--- src/design/acp_regs.svh ---
// Timing counts and field positions for the ADC conversion parallel port
`ifndef ACP_REGS_SVH
`define ACP_REGS_SVH
`define ACP_CLK_PERIOD_NS   5
// Conversion phase length (internal conversion clock), nanoseconds
`define ACP_CONV_TIME_NS    1450
`define ACP_CONV_CYCLES     ((`ACP_CONV_TIME_NS + `ACP_CLK_PERIOD_NS - 1) / `ACP_CLK_PERIOD_NS)
// Host read slot length in cycles; covers both sync stages each way
`define ACP_RD_CYCLES       6
// Host control register offsets
`define ACP_REG_CTRL        4'h0
`define ACP_REG_STATUS      4'h1
`define ACP_REG_DATA        4'h2
`define ACP_REG_SAMPLE      4'h3
// Control register fields
`define ACP_CTRL_START      0
`define ACP_CTRL_CONT       1
`define ACP_CTRL_CODING     2
`define ACP_CTRL_PD         3
`define ACP_CTRL_RESET      4
`define ACP_CTRL_REFPD      5
`define ACP_CTRL_BUFPD      6
`define ACP_CTRL_DURING     7
`define ACP_CTRL_CFGPD      8
`endif

--- src/design/acp_pkg.sv ---
// Types shared by both ends of the ADC conversion parallel port
package acp_pkg;
    typedef enum logic [1:0] {
        ACP_IDLE = 2'b00,
        ACP_CONV = 2'b01,
        ACP_ACQ  = 2'b10
    } acp_state_t;
    typedef enum logic [1:0] {
        ACP_H_IDLE = 2'b00,
        ACP_H_WAIT = 2'b01,
        ACP_H_READ = 2'b10
    } acp_host_state_t;
endpackage : acp_pkg

--- src/design/acp_if.sv ---
// Pin-level interface between the converter and its host
`timescale 1ns/1ps
`default_nettype none
interface acp_if;
    logic        convert_start_n;
    logic        cs_n;
    logic        rd_n;
    logic        reset_pin;
    logic        powerdown_pin;
    logic        ref_powerdown_pin;
    logic        refbuf_powerdown_pin;
    logic        output_coding_select;
    logic        serial_parallel_select;
    logic        busy;
    logic [15:0] data_out;
    logic [15:0] data_oe;
    logic [15:0] data_host_out;
    logic [15:0] data_host_oe;
    wire  [15:0] data_bus;
    genvar i;
    for (i = 0; i < 16; i++) begin : g_bus
        assign data_bus[i] = data_oe[i] ? data_out[i]
                           : (data_host_oe[i] ? data_host_out[i] : 1'b0);
    end
    modport device (
        input  convert_start_n, cs_n, rd_n, reset_pin, powerdown_pin,
        input  ref_powerdown_pin, refbuf_powerdown_pin,
        input  output_coding_select, serial_parallel_select,
        input  data_bus,
        output busy, data_out, data_oe
    );
    modport host (
        output convert_start_n, cs_n, rd_n, reset_pin, powerdown_pin,
        output ref_powerdown_pin, refbuf_powerdown_pin,
        output output_coding_select, serial_parallel_select,
        output data_host_out, data_host_oe,
        input  busy, data_bus
    );
endinterface : acp_if
`default_nettype wire

--- src/design/acp_sync.sv ---
// Two-flop synchroniser for a group of pin inputs
`timescale 1ns/1ps
`default_nettype none
module acp_sync #(
    parameter int           W   = 1,
    // Idle level of each pin, so no false edge follows reset
    parameter logic [W-1:0] RST = '0
) (
    input  wire logic         sys_clk,
    input  wire logic         nrst,
    input  wire logic [W-1:0] d,
    output logic      [W-1:0] q
);
    logic [W-1:0] meta_r;
    if (W < 1) begin : g_chk
        $error("acp_sync: W must be at least 1");
    end
    always_ff @(posedge sys_clk) begin
        if (!nrst) begin
            meta_r <= RST;
            q      <= RST;
        end else begin
            meta_r <= d;
            q      <= meta_r;
        end
    end
endmodule : acp_sync
`default_nettype wire

--- src/design/acp_device.sv ---
// Converter end: conversion control, power control and parallel data port
`timescale 1ns/1ps
`default_nettype none
`include "acp_regs.svh"
////////////////////////////////////////////////////////////////////////////
// Summary of operation
// - Both powerdown pins high disable reference and buffer
// - Temperature sensor on only with both pins low
// - Enter reduced power after each conversion phase
// - Host interface stays live during acquisition
// - Powerdown pin high powers device down
// - Finish conversion before powerdown; bus stays live
// - Config powerdown overrides pin; host ties pin (acp_host drives it from its PD control bit instead)
// - Convert-start falling edge alone starts conversion
// - Running conversion never restarted; only reset aborts it
// - Start independent of chip select and read
// - Coding select picks twos complement or binary
// - Data pins driven only when both selects low
// - Host uses chip select and read enable
// - Reset rise aborts conversion, floats data bus
// - Reset fall clears data and configuration
// - Parallel port used while select pin low
// - Serial mode shares the data pins (not served: acp_device floats the bus while the select pin is high)
// - Master mode: selects tied low, continuous data
// - Continuous mode drives bus except in reset
// - Read after conversion or during next one
// - Read during conversion within first half
module acp_device #(
    parameter int CONV_CYCLES = `ACP_CONV_CYCLES
) (
    input  wire logic sys_clk,
    input  wire logic nrst,
    acp_if.device     pins,
    input  wire logic [15:0] analog_sample,
    input  wire logic        cfg_powerdown,
    input  wire logic        cfg_wr,
    output logic             ref_enable,
    output logic             refbuf_enable,
    output logic             temp_enable,
    output logic             core_active,
    output logic             powered_down,
    output logic             conv_done
);
    localparam int CW = $clog2(CONV_CYCLES + 1);
    if (CONV_CYCLES < 2) begin : g_chk
        $error("acp_device: CONV_CYCLES too small");
    end

    ////////////////////////////////////////////////////////////////////////
    logic [7:0] pin_s;
    // Start, chip select and read enable idle high out of reset
    acp_sync #(.W(8), .RST(8'hE0)) u_sync (
        .sys_clk (sys_clk),
        .nrst    (nrst),
        .d       ({pins.convert_start_n, pins.cs_n, pins.rd_n,
                   pins.reset_pin, pins.powerdown_pin,
                   pins.ref_powerdown_pin, pins.refbuf_powerdown_pin,
                   pins.serial_parallel_select}),
        .q       (pin_s)
    );
    logic cnv_s, cs_s, rd_s, rst_s, pd_s, refpd_s, bufpd_s, ser_s;
    assign {cnv_s, cs_s, rd_s, rst_s, pd_s, refpd_s, bufpd_s, ser_s} = pin_s;

    logic cnv_d_r;
    logic rst_d_r;
    always_ff @(posedge sys_clk) begin
        if (!nrst) begin
            cnv_d_r <= 1'b1;
            rst_d_r <= 1'b0;
        end else begin
            cnv_d_r <= cnv_s;
            rst_d_r <= rst_s;
        end
    end
    // Chip select and read enable play no part in this term
    logic start_edge;
    assign start_edge = cnv_d_r & ~cnv_s;
    logic rst_fall;
    assign rst_fall = rst_d_r & ~rst_s;

    ////////////////////////////////////////////////////////////////////////
    // Configuration register: only its powerdown bit matters here
    logic cfg_pd_r;
    logic cfg_mode_r;
    always_ff @(posedge sys_clk) begin
        if (!nrst || rst_fall) begin
            cfg_pd_r   <= 1'b0;
            cfg_mode_r <= 1'b0;
        end else if (cfg_wr) begin
            cfg_pd_r   <= cfg_powerdown;
            cfg_mode_r <= 1'b1;
        end
    end
    // Once software owns powerdown the pin is ignored
    logic pd_req;
    assign pd_req = cfg_mode_r ? cfg_pd_r : pd_s;

    assign ref_enable    = ~(refpd_s & bufpd_s) & ~refpd_s;
    assign refbuf_enable = ~(refpd_s & bufpd_s) & ~bufpd_s;
    assign temp_enable   = ~refpd_s & ~bufpd_s;

    ////////////////////////////////////////////////////////////////////////
    acp_pkg::acp_state_t state_r;
    logic [CW-1:0]       cnt_r;
    always_ff @(posedge sys_clk) begin
        if (!nrst || rst_s) begin
            state_r <= acp_pkg::ACP_IDLE;
            cnt_r   <= '0;
        end else begin
            case (state_r)
                acp_pkg::ACP_IDLE, acp_pkg::ACP_ACQ: begin
                    if (start_edge && !pd_req) begin
                        state_r <= acp_pkg::ACP_CONV;
                        cnt_r   <= CW'(CONV_CYCLES - 1);
                    end
                end
                acp_pkg::ACP_CONV: begin
                    // Edges and powerdown are not looked at here
                    if (cnt_r == '0) begin
                        state_r <= acp_pkg::ACP_ACQ;
                    end else begin
                        cnt_r <= cnt_r - 1'b1;
                    end
                end
                default: begin
                    state_r <= acp_pkg::ACP_IDLE;
                end
            endcase
        end
    end
    logic conv_end;
    assign conv_end = (state_r == acp_pkg::ACP_CONV) && (cnt_r == '0);
    assign core_active  = (state_r == acp_pkg::ACP_CONV);
    assign powered_down = pd_req && (state_r != acp_pkg::ACP_CONV);
    assign pins.busy    = core_active;

    ////////////////////////////////////////////////////////////////////////
    // Sample is frozen at conversion start, result updated only at its end
    logic [15:0] sample_r;
    logic [15:0] result_r;
    logic        done_r;
    always_ff @(posedge sys_clk) begin
        if (!nrst) begin
            sample_r <= 16'h0000;
        end else if (start_edge && state_r != acp_pkg::ACP_CONV) begin
            sample_r <= analog_sample;
        end
    end
    always_ff @(posedge sys_clk) begin
        if (!nrst || rst_fall) begin
            result_r <= 16'h0000;
        end else if (conv_end) begin
            // Coding pin is static, so it is sampled here without sync
            result_r <= pins.output_coding_select ? sample_r
                        : {~sample_r[15], sample_r[14:0]};
        end
    end
    always_ff @(posedge sys_clk) begin
        if (!nrst) begin
            done_r <= 1'b0;
        end else begin
            done_r <= conv_end;
        end
    end
    assign conv_done = done_r;

    ////////////////////////////////////////////////////////////////////////
    // Bus stays live in powerdown and acquisition; while selected, only reset or serial mode floats it.
    // Serial mode would take these pins over and is not served here.
    logic drive;
    assign drive = ~ser_s & ~cs_s & ~rd_s & ~rst_s;
    assign pins.data_out = result_r;
    assign pins.data_oe  = {16{drive}};
endmodule : acp_device
`default_nettype wire

--- src/flat_wrapper.sv ---
// flat-port wrapper written by rule: the top's interface ports become plain ports
module acp_device_flat 
#(
    parameter int CONV_CYCLES = `ACP_CONV_CYCLES
)
  (sys_clk, nrst, analog_sample, cfg_powerdown, cfg_wr, ref_enable, refbuf_enable, temp_enable, core_active, powered_down, conv_done, pins_convert_start_n, pins_cs_n, pins_rd_n, pins_reset_pin, pins_powerdown_pin, pins_ref_powerdown_pin, pins_refbuf_powerdown_pin, pins_output_coding_select, pins_serial_parallel_select, pins_busy, pins_data_out, pins_data_oe);
  acp_if pins_i ();
  input  wire logic sys_clk;
  input  wire logic nrst;
  input  wire logic [15:0] analog_sample;
  input  wire logic cfg_powerdown;
  input  wire logic cfg_wr;
  output logic ref_enable;
  output logic refbuf_enable;
  output logic temp_enable;
  output logic core_active;
  output logic powered_down;
  output logic conv_done;
  input wire logic [$bits(pins_i.convert_start_n)-1:0] pins_convert_start_n;
  input wire logic [$bits(pins_i.cs_n)-1:0] pins_cs_n;
  input wire logic [$bits(pins_i.rd_n)-1:0] pins_rd_n;
  input wire logic [$bits(pins_i.reset_pin)-1:0] pins_reset_pin;
  input wire logic [$bits(pins_i.powerdown_pin)-1:0] pins_powerdown_pin;
  input wire logic [$bits(pins_i.ref_powerdown_pin)-1:0] pins_ref_powerdown_pin;
  input wire logic [$bits(pins_i.refbuf_powerdown_pin)-1:0] pins_refbuf_powerdown_pin;
  input wire logic [$bits(pins_i.output_coding_select)-1:0] pins_output_coding_select;
  input wire logic [$bits(pins_i.serial_parallel_select)-1:0] pins_serial_parallel_select;
  output wire logic [$bits(pins_i.busy)-1:0] pins_busy;
  output wire logic [$bits(pins_i.data_out)-1:0] pins_data_out;
  output wire logic [$bits(pins_i.data_oe)-1:0] pins_data_oe;
  assign pins_i.convert_start_n = pins_convert_start_n;
  assign pins_i.cs_n = pins_cs_n;
  assign pins_i.rd_n = pins_rd_n;
  assign pins_i.reset_pin = pins_reset_pin;
  assign pins_i.powerdown_pin = pins_powerdown_pin;
  assign pins_i.ref_powerdown_pin = pins_ref_powerdown_pin;
  assign pins_i.refbuf_powerdown_pin = pins_refbuf_powerdown_pin;
  assign pins_i.output_coding_select = pins_output_coding_select;
  assign pins_i.serial_parallel_select = pins_serial_parallel_select;
  assign pins_busy = pins_i.busy;
  assign pins_data_out = {>>{pins_i.data_out}};
  assign pins_data_oe = {>>{pins_i.data_oe}};
  acp_device #(.CONV_CYCLES(CONV_CYCLES)) u_core (.sys_clk(sys_clk), .nrst(nrst), .pins(pins_i), .analog_sample(analog_sample), .cfg_powerdown(cfg_powerdown), .cfg_wr(cfg_wr), .ref_enable(ref_enable), .refbuf_enable(refbuf_enable), .temp_enable(temp_enable), .core_active(core_active), .powered_down(powered_down), .conv_done(conv_done));
endmodule
--- config.mk ---
export PLATFORM = sky130hd
export DESIGN_NAME = acp_device_flat
export DESIGN_NICKNAME = d
export VERILOG_FILES = /design/src/design/acp_pkg.sv /design/src/design/acp_if.sv /design/src/design/acp_sync.sv /design/src/design/acp_device.sv /design/src/flat_wrapper.sv
export VERILOG_INCLUDE_DIRS = /design/src /design/src/design
export SDC_FILE = /design/constraint.sdc
export NUM_CORES = 1
export LEC_CHECK = 0
export BUFFER_PORTS_ARGS = -buffer_cell sky130_fd_sc_hd__clkbuf_2
export CAP_MARGIN = 30
export CORE_MARGIN = 5
export CORE_UTILIZATION = 30
export CTS_CLUSTER_DIAMETER = 120
export CTS_CLUSTER_SIZE = 14
export DETAILED_ROUTE_END_ITERATION = 10
export HOLD_SLACK_MARGIN = 0.05
export SLEW_MARGIN = 5
export SYNTH_ARGS = -nofsm -noshare
export SYNTH_HDL_FRONTEND = slang
export SYNTH_SLANG_ARGS = --single-unit
--- constraint.sdc ---
create_clock -name sys_clk -period 2.8 [get_ports sys_clk]
set_input_delay 0.14 -clock sys_clk [delete_from_list [all_inputs] [get_ports sys_clk]]
set_output_delay 0.14 -clock sys_clk [all_outputs]
set_load 0.01 [all_outputs]
* After elaboration in Yosys (flattened, before gate mapping)
Index checks and enable logic that the tools add are counted.
** Storage, ports and cells
- Flip-flop bits (word level) :: 64
- Bits in latches :: 0
- Bits in writable memories :: 0
- ROM bits :: 0
- Output and inout port bits :: 39
- Word-level logic and storage cells :: 58
- Memories :: 0
** Operators by class
- Add/subtract/negate cells :: 1
- Multipliers :: 0
- Div/mod/pow operators :: 0
- Order comparisons :: 0
- Equality and inequality tests :: 6
- Shift operators :: 0
- Multiplexer cells :: 8
- Bitwise operators :: 18
- Reduce and logical (&&, ||, !) cells :: 14
** Operator list (number)
- $mux 9 :: 2
- $pmux 9 s2 :: 1
- $mux 16 :: 1
- $and 1x1->1 :: 9
- $logic_not 9->1 :: 1
- $not 1->1 :: 9
- $sub 9x1->9 const B :: 1
- $ne 2x1->1 const B :: 3
- $logic_and 1x1->1 :: 4
- $mux 2 :: 2
- $pmux 2 s2 :: 1
- $reduce_and 3->1 :: 1
- $eq 2x1->1 const B :: 1
- $eq 2x2->1 const B :: 1
- $logic_not 1->1 :: 2
- $logic_not 2->1 :: 1
- $logic_or 1x1->1 :: 2
- $ne 2x2->1 const B :: 1
- $reduce_and 2->1 :: 1
- $reduce_bool 2->1 :: 1
- $reduce_or 2->1 :: 1
- $mux 1 :: 1

* Depth between registers and ports, before layout
- Depth after elaboration :: 5
- Depth in mapped cells :: 8
- Gate-level depth less buffers :: 5

* Modules after synthesis
Synthesis repeated with hierarchy kept, for this count alone.
** Unflattened totals
- Cells, all modules :: 263
- Area total of the unflattened synthesis :: 2487.4 um2
** Modules (own cells, without submodules)
- acp_device :: times used 1, cells each 230, area an instance 2045.7 um2, seq. area each 960.9 um2
- acp_sync :: times used 1, cells each 33, area an instance 441.7 um2, seq. area each 320.3 um2

* Worst setup path after synthesis
OpenSTA, ideal clock, no wires.
- Kind :: register to output
- From :: register u_core.u_sync.q[4]
- To :: output pins_data_oe[0]
- Arrival time :: 1.902 ns
- Data required time :: 2.660 ns
- Path slack :: 0.758 ns
- Cell stages (with the launch flop) :: 3
- Path buffers :: 1
- Cells stage by stage :: dfxtp_1 -> nor4_1 -> buf_4
** On the way
- Cells in the longest elaborated chain, start to end :: 2
** Ends and longest elaborated chain
- start, declared :: line acp_sync.sv:12 : output logic [W-1:0] q
- start signal, assigned :: line acp_sync.sv:24 : q <= meta_r;
- $not 1->1 :: line acp_device.sv:171 : assign drive = ~ser_s & ~cs_s & ~rd_s & ~rst_s;
- $and 1x1->1 :: line acp_device.sv:171
- end, declared :: line flat_wrapper.sv:30 : output wire logic [$bits(pins_i.data_oe)-1:0] pins_data_oe;
Every way passes these cells.

* Final worst setup path
- From :: register u_core.cnt_r[5]
- To :: register u_core.result_r[14] (netlist: u_core.pins.data_out[14])
** On the way
- Cells in the longest elaborated chain, start to end :: 2
** Ends and longest elaborated chain
- start, declared :: line acp_device.sv:104 : logic [CW-1:0] cnt_r;
- start signal, assigned :: line acp_device.sv:114 : cnt_r <= CW'(CONV_CYCLES - 1);
- start signal, assigned :: line acp_device.sv:122 : cnt_r <= cnt_r - 1'b1;
- $logic_not 9->1 :: line acp_device.sv:132 : assign conv_end = (state_r == acp_pkg::ACP_CONV) && (cnt_r == '0);
- $logic_and 1x1->1 :: line acp_device.sv:132
- end signal, assigned :: line acp_device.sv:154 : result_r <= pins.output_coding_select ? sample_r
- end, declared :: line acp_device.sv:140 : logic [15:0] result_r;
Every way passes these cells.
A chain may end at the register's enable or synchronous reset.

==> impl_metrics.yaml <==
clock_tree:
  cts-root-buf: "clkbuf_8"
  clock_latency_ns: 0.33
  tritoncts: "built"
  cts.path.max_buffers: 2
  clk_pin_slew_ns: 0.07
  cts_setup_buffers: 0
  post_cts_resized: 0
  clock-sinks: 64
  cts_inserted_buffers: 9
  cts-hold-fix-buffers: 25
  cts-htree-levels: 3
cells_and_area:
  fin_cells: 466
  num_antenna_cells: 0
  nNetsFinal: 386
  drive_gt1_frac: 0.249
  syn2layout_area_growth_pct: 28.5
  final_core_util: 0.392
synth:
  synth_cell_types: 40
  synth_area_leaders: "dfxtp_1 51%, nand2_1 10%, buf_4 5.1%"
  synth-compound-area-share: 0.124
  synth_most_common_cell: "nand2_1"
  synth-adder-area-share: 0.00501
  synth_xor_area_frac: 0.00351
  ys_ff_latch: 64
  synthFlopType: "dfxtp_1"
  synth_top_family_by_area: "simple AND/OR/NAND/NOR gates"
  syn-instance-count: 282
  yosys_warnings: 0
  ys_seq_area_frac: 0.513
  async_flop_share: 0
  yosysTopAreaCell: "dfxtp_1"
  synthMuxAreaShare: 0.0120
  synth_common_cells: "69 x nand2_1, 64 x dfxtp_1, 24 x a21oi_1"
  syn_area_sq_mm: 0.00250
  syn_area_per_cell_sq_um: 8.86
  synth_nets: 312
  synth-edff-count: 0
  yosys.area_share.simple: 0.253
  synth_top_area_frac: 0.513
worst_setup_path:
  reg2reg_depth: 4
  r2r_slack_ns: 1.01
  crit_required_ns: 3.06
  setup.worst_path.end_class: "register"
  critical_path_class: "reg -> reg"
  cp_cell_sequence: "nor4_4 -> and4_1 -> nand2_1 -> a21oi_1"
  start_kind: "register"
  cp_data_arrival_time_ns: 2.05
  critPathMaxStageDelay_ns: 0.65
  critPathMaxFanout: 17
  rr_endpoint: "u_core.pins.data_out[14]"
  r2r-start: "u_core.cnt_r[5]"
  cp_slowest_cell: "and4_1"
timing:
  fin_tns_setup_ns: 0
  fin_skew_ns: 0.0119
  finalHoldViolations: 0
  fmax_mhz: 559
  setup_viol_count_final: 0
  max_slew_margin: 0.585
  finalMaxSlewViolations: 0
  fin_crit_ns: 1.79
  rsz0062_at_grt: "no"
  setup_ws_ns: 1.01
  whs_ns: 0.0661
  min_period_over_period: 0.638
  worstMarginPinSlew_ns: 0.623
global_route:
  grt_max_degree: 39
  grt_pass1_wl_mm: 8.92
  grt-ovfl-total: 0
  antenna_found_initial: 0
  grt_pass1_vias: 1992
  track_usage: 0.111
routing:
  dr.pass1.iters: 4
  wire_per_inst_microns: 11.6
  drc: 0
  vias_per_cell: 4.47
  via_count: 2084
  drt_first_iter_violations: 53
  ant_nets: 0
  wirelength_mm: 5.41
place:
  port_buffers: 67
  gp_congestion: 0.831
  hpwlAfterDp_mm: 3.64
  post-place-ws_ns: 0.999
  dp_cells: 424
floorplan:
  die_h_microns: 101
  coreArea_sq_mm: 0.00818
  pin_count: 68
  start_util: 0.305
  fp.dieArea_sq_mm: 0.0102
  die_w_microns: 101
  row_count: 33
power:
  p_per_area_mw_per_mm2: 558
  peakVddDrop_mv: 0.273
  power_leakage_nw: 1.29
min_path:
  hold_depth: 3
  hold_path.startpoint: "analog_sample[9]"
  hold_path.class: "in -> reg"
  holdPathEnd: "u_core.sample_r[9]"
run:
  max-cap-violations: 0
status:
  status: "finished, final reports clean"
-- worst max-delay path by stage --
stage	startpoint	endpoint	slack [ns]	depth (start not counted)
after floorplan	u_core.u_sync.q[4]	pins_data_oe[0]	0.76	2
after detailed placement	u_core.cnt_r[5]	u_core.pins.data_out[12]	1.0	4
after global routing	u_core.cnt_r[5]	u_core.pins.data_out[14]	0.79	4
after global placement	u_core.cnt_r[5]	u_core.pins.data_out[10]	1.01	4
final	u_core.cnt_r[5]	u_core.pins.data_out[14]	1.01	4
after CTS	u_core.u_sync.q[4]	pins_data_oe[8]	0.73	2
-- worst max-delay path, delay by kind of cell (launching register included) --
kind            cells  cell delay, ns
simple gates        3            1.21
flops               1            0.37
compound gates      1            0.13
-- cell type report --
type | count | area [sq um]
Clock buffer | 11 | 141
Clock inverter | 5 | 32.5
Fill cell | 836 | 4970
Inverter | 6 | 22.5
Multi-Input combinational cell | 181 | 998
Sequential cell | 64 | 1280
Tap cell | 105 | 131
Timing Repair Buffer | 94 | 601
-- logic make-up after synthesis --
kind of cell / Yosys count
and+or+nand+nor: 127
DFF: 64
AOI/OAI and AO/OA: 49
buffers and inverters: 37
muxes: 3
xor gates and xnor gates: 1
adders and majority gates: 1
-- stage by stage --
step	power, mW	instance area, sq um
3_3_place_gp	1.09	2780
3_5_place_dp	1.10	2780
5_1_grt	1.87	3210
6_report	1.79	3210
4_1_cts	1.82	3200
2_1_floorplan	1.05	2500
-- per-layer routing --
| metal | track usage | share of wire | vias to the layer above |
|---|---|---|---|
| met4 | 0.0501 | 0.020 | 0 |
| met2 | 0.187 | 0.50 | 34 |
| met3 | 0.0406 | 0.046 | 8 |
| li1 | - | - | 1061 |
| met5 | 0 | 0 | - |
| met1 | 0.125 | 0.43 | 981 |
-- registers in the layout, summed over array words and instances, names as in the netlist --
register / cells
u_core.conv_done: 1
u_core.u_sync.meta_r: 8
u_core.cnt_r: 9
u_core.cfg_pd_r: 1
u_core.rst_d_r: 1
u_core.state_r: 2
u_core.pins.data_out: 16
u_core.u_sync.q: 8
u_core.cnv_d_r: 1
u_core.sample_r: 16
u_core.cfg_mode_r: 1
-- cell usage in the layout, fill, tap and decap left out, types with 2 or more instances in the layout --
| cell | n |
|---|---|
| inv_1 | 5 |
| nand3_1 | 7 |
| clkinv_4 | 2 |
| dfxtp_1 | 64 |
| mux2i_1 | 3 |
| nand2_1 | 69 |
| dlygate4sd3_1 | 25 |
| clkinv_2 | 3 |
| nand4b_1 | 3 |
| clkbuf_8 | 10 |
| a21oi_1 | 24 |
| nand3b_1 | 2 |
| nor3_1 | 2 |
| a21boi_0 | 15 |
| and2_1 | 13 |
| nor2b_1 | 2 |
| o211ai_1 | 2 |
| clkbuf_2 | 67 |
| nor2_1 | 10 |
| nand2b_1 | 11 |
-- where the power goes --
part | total [mW] | switching [mW] | leakage (nW) | internal [mW]
sequential | 0.952 | 0.0146 | 0.521 | 0.937
clock | 0.690 | 0.347 | 0.0930 | 0.344
combinational | 0.149 | 0.0736 | 0.678 | 0.0751
Note: power is estimated with default switching activity, not from simulation.
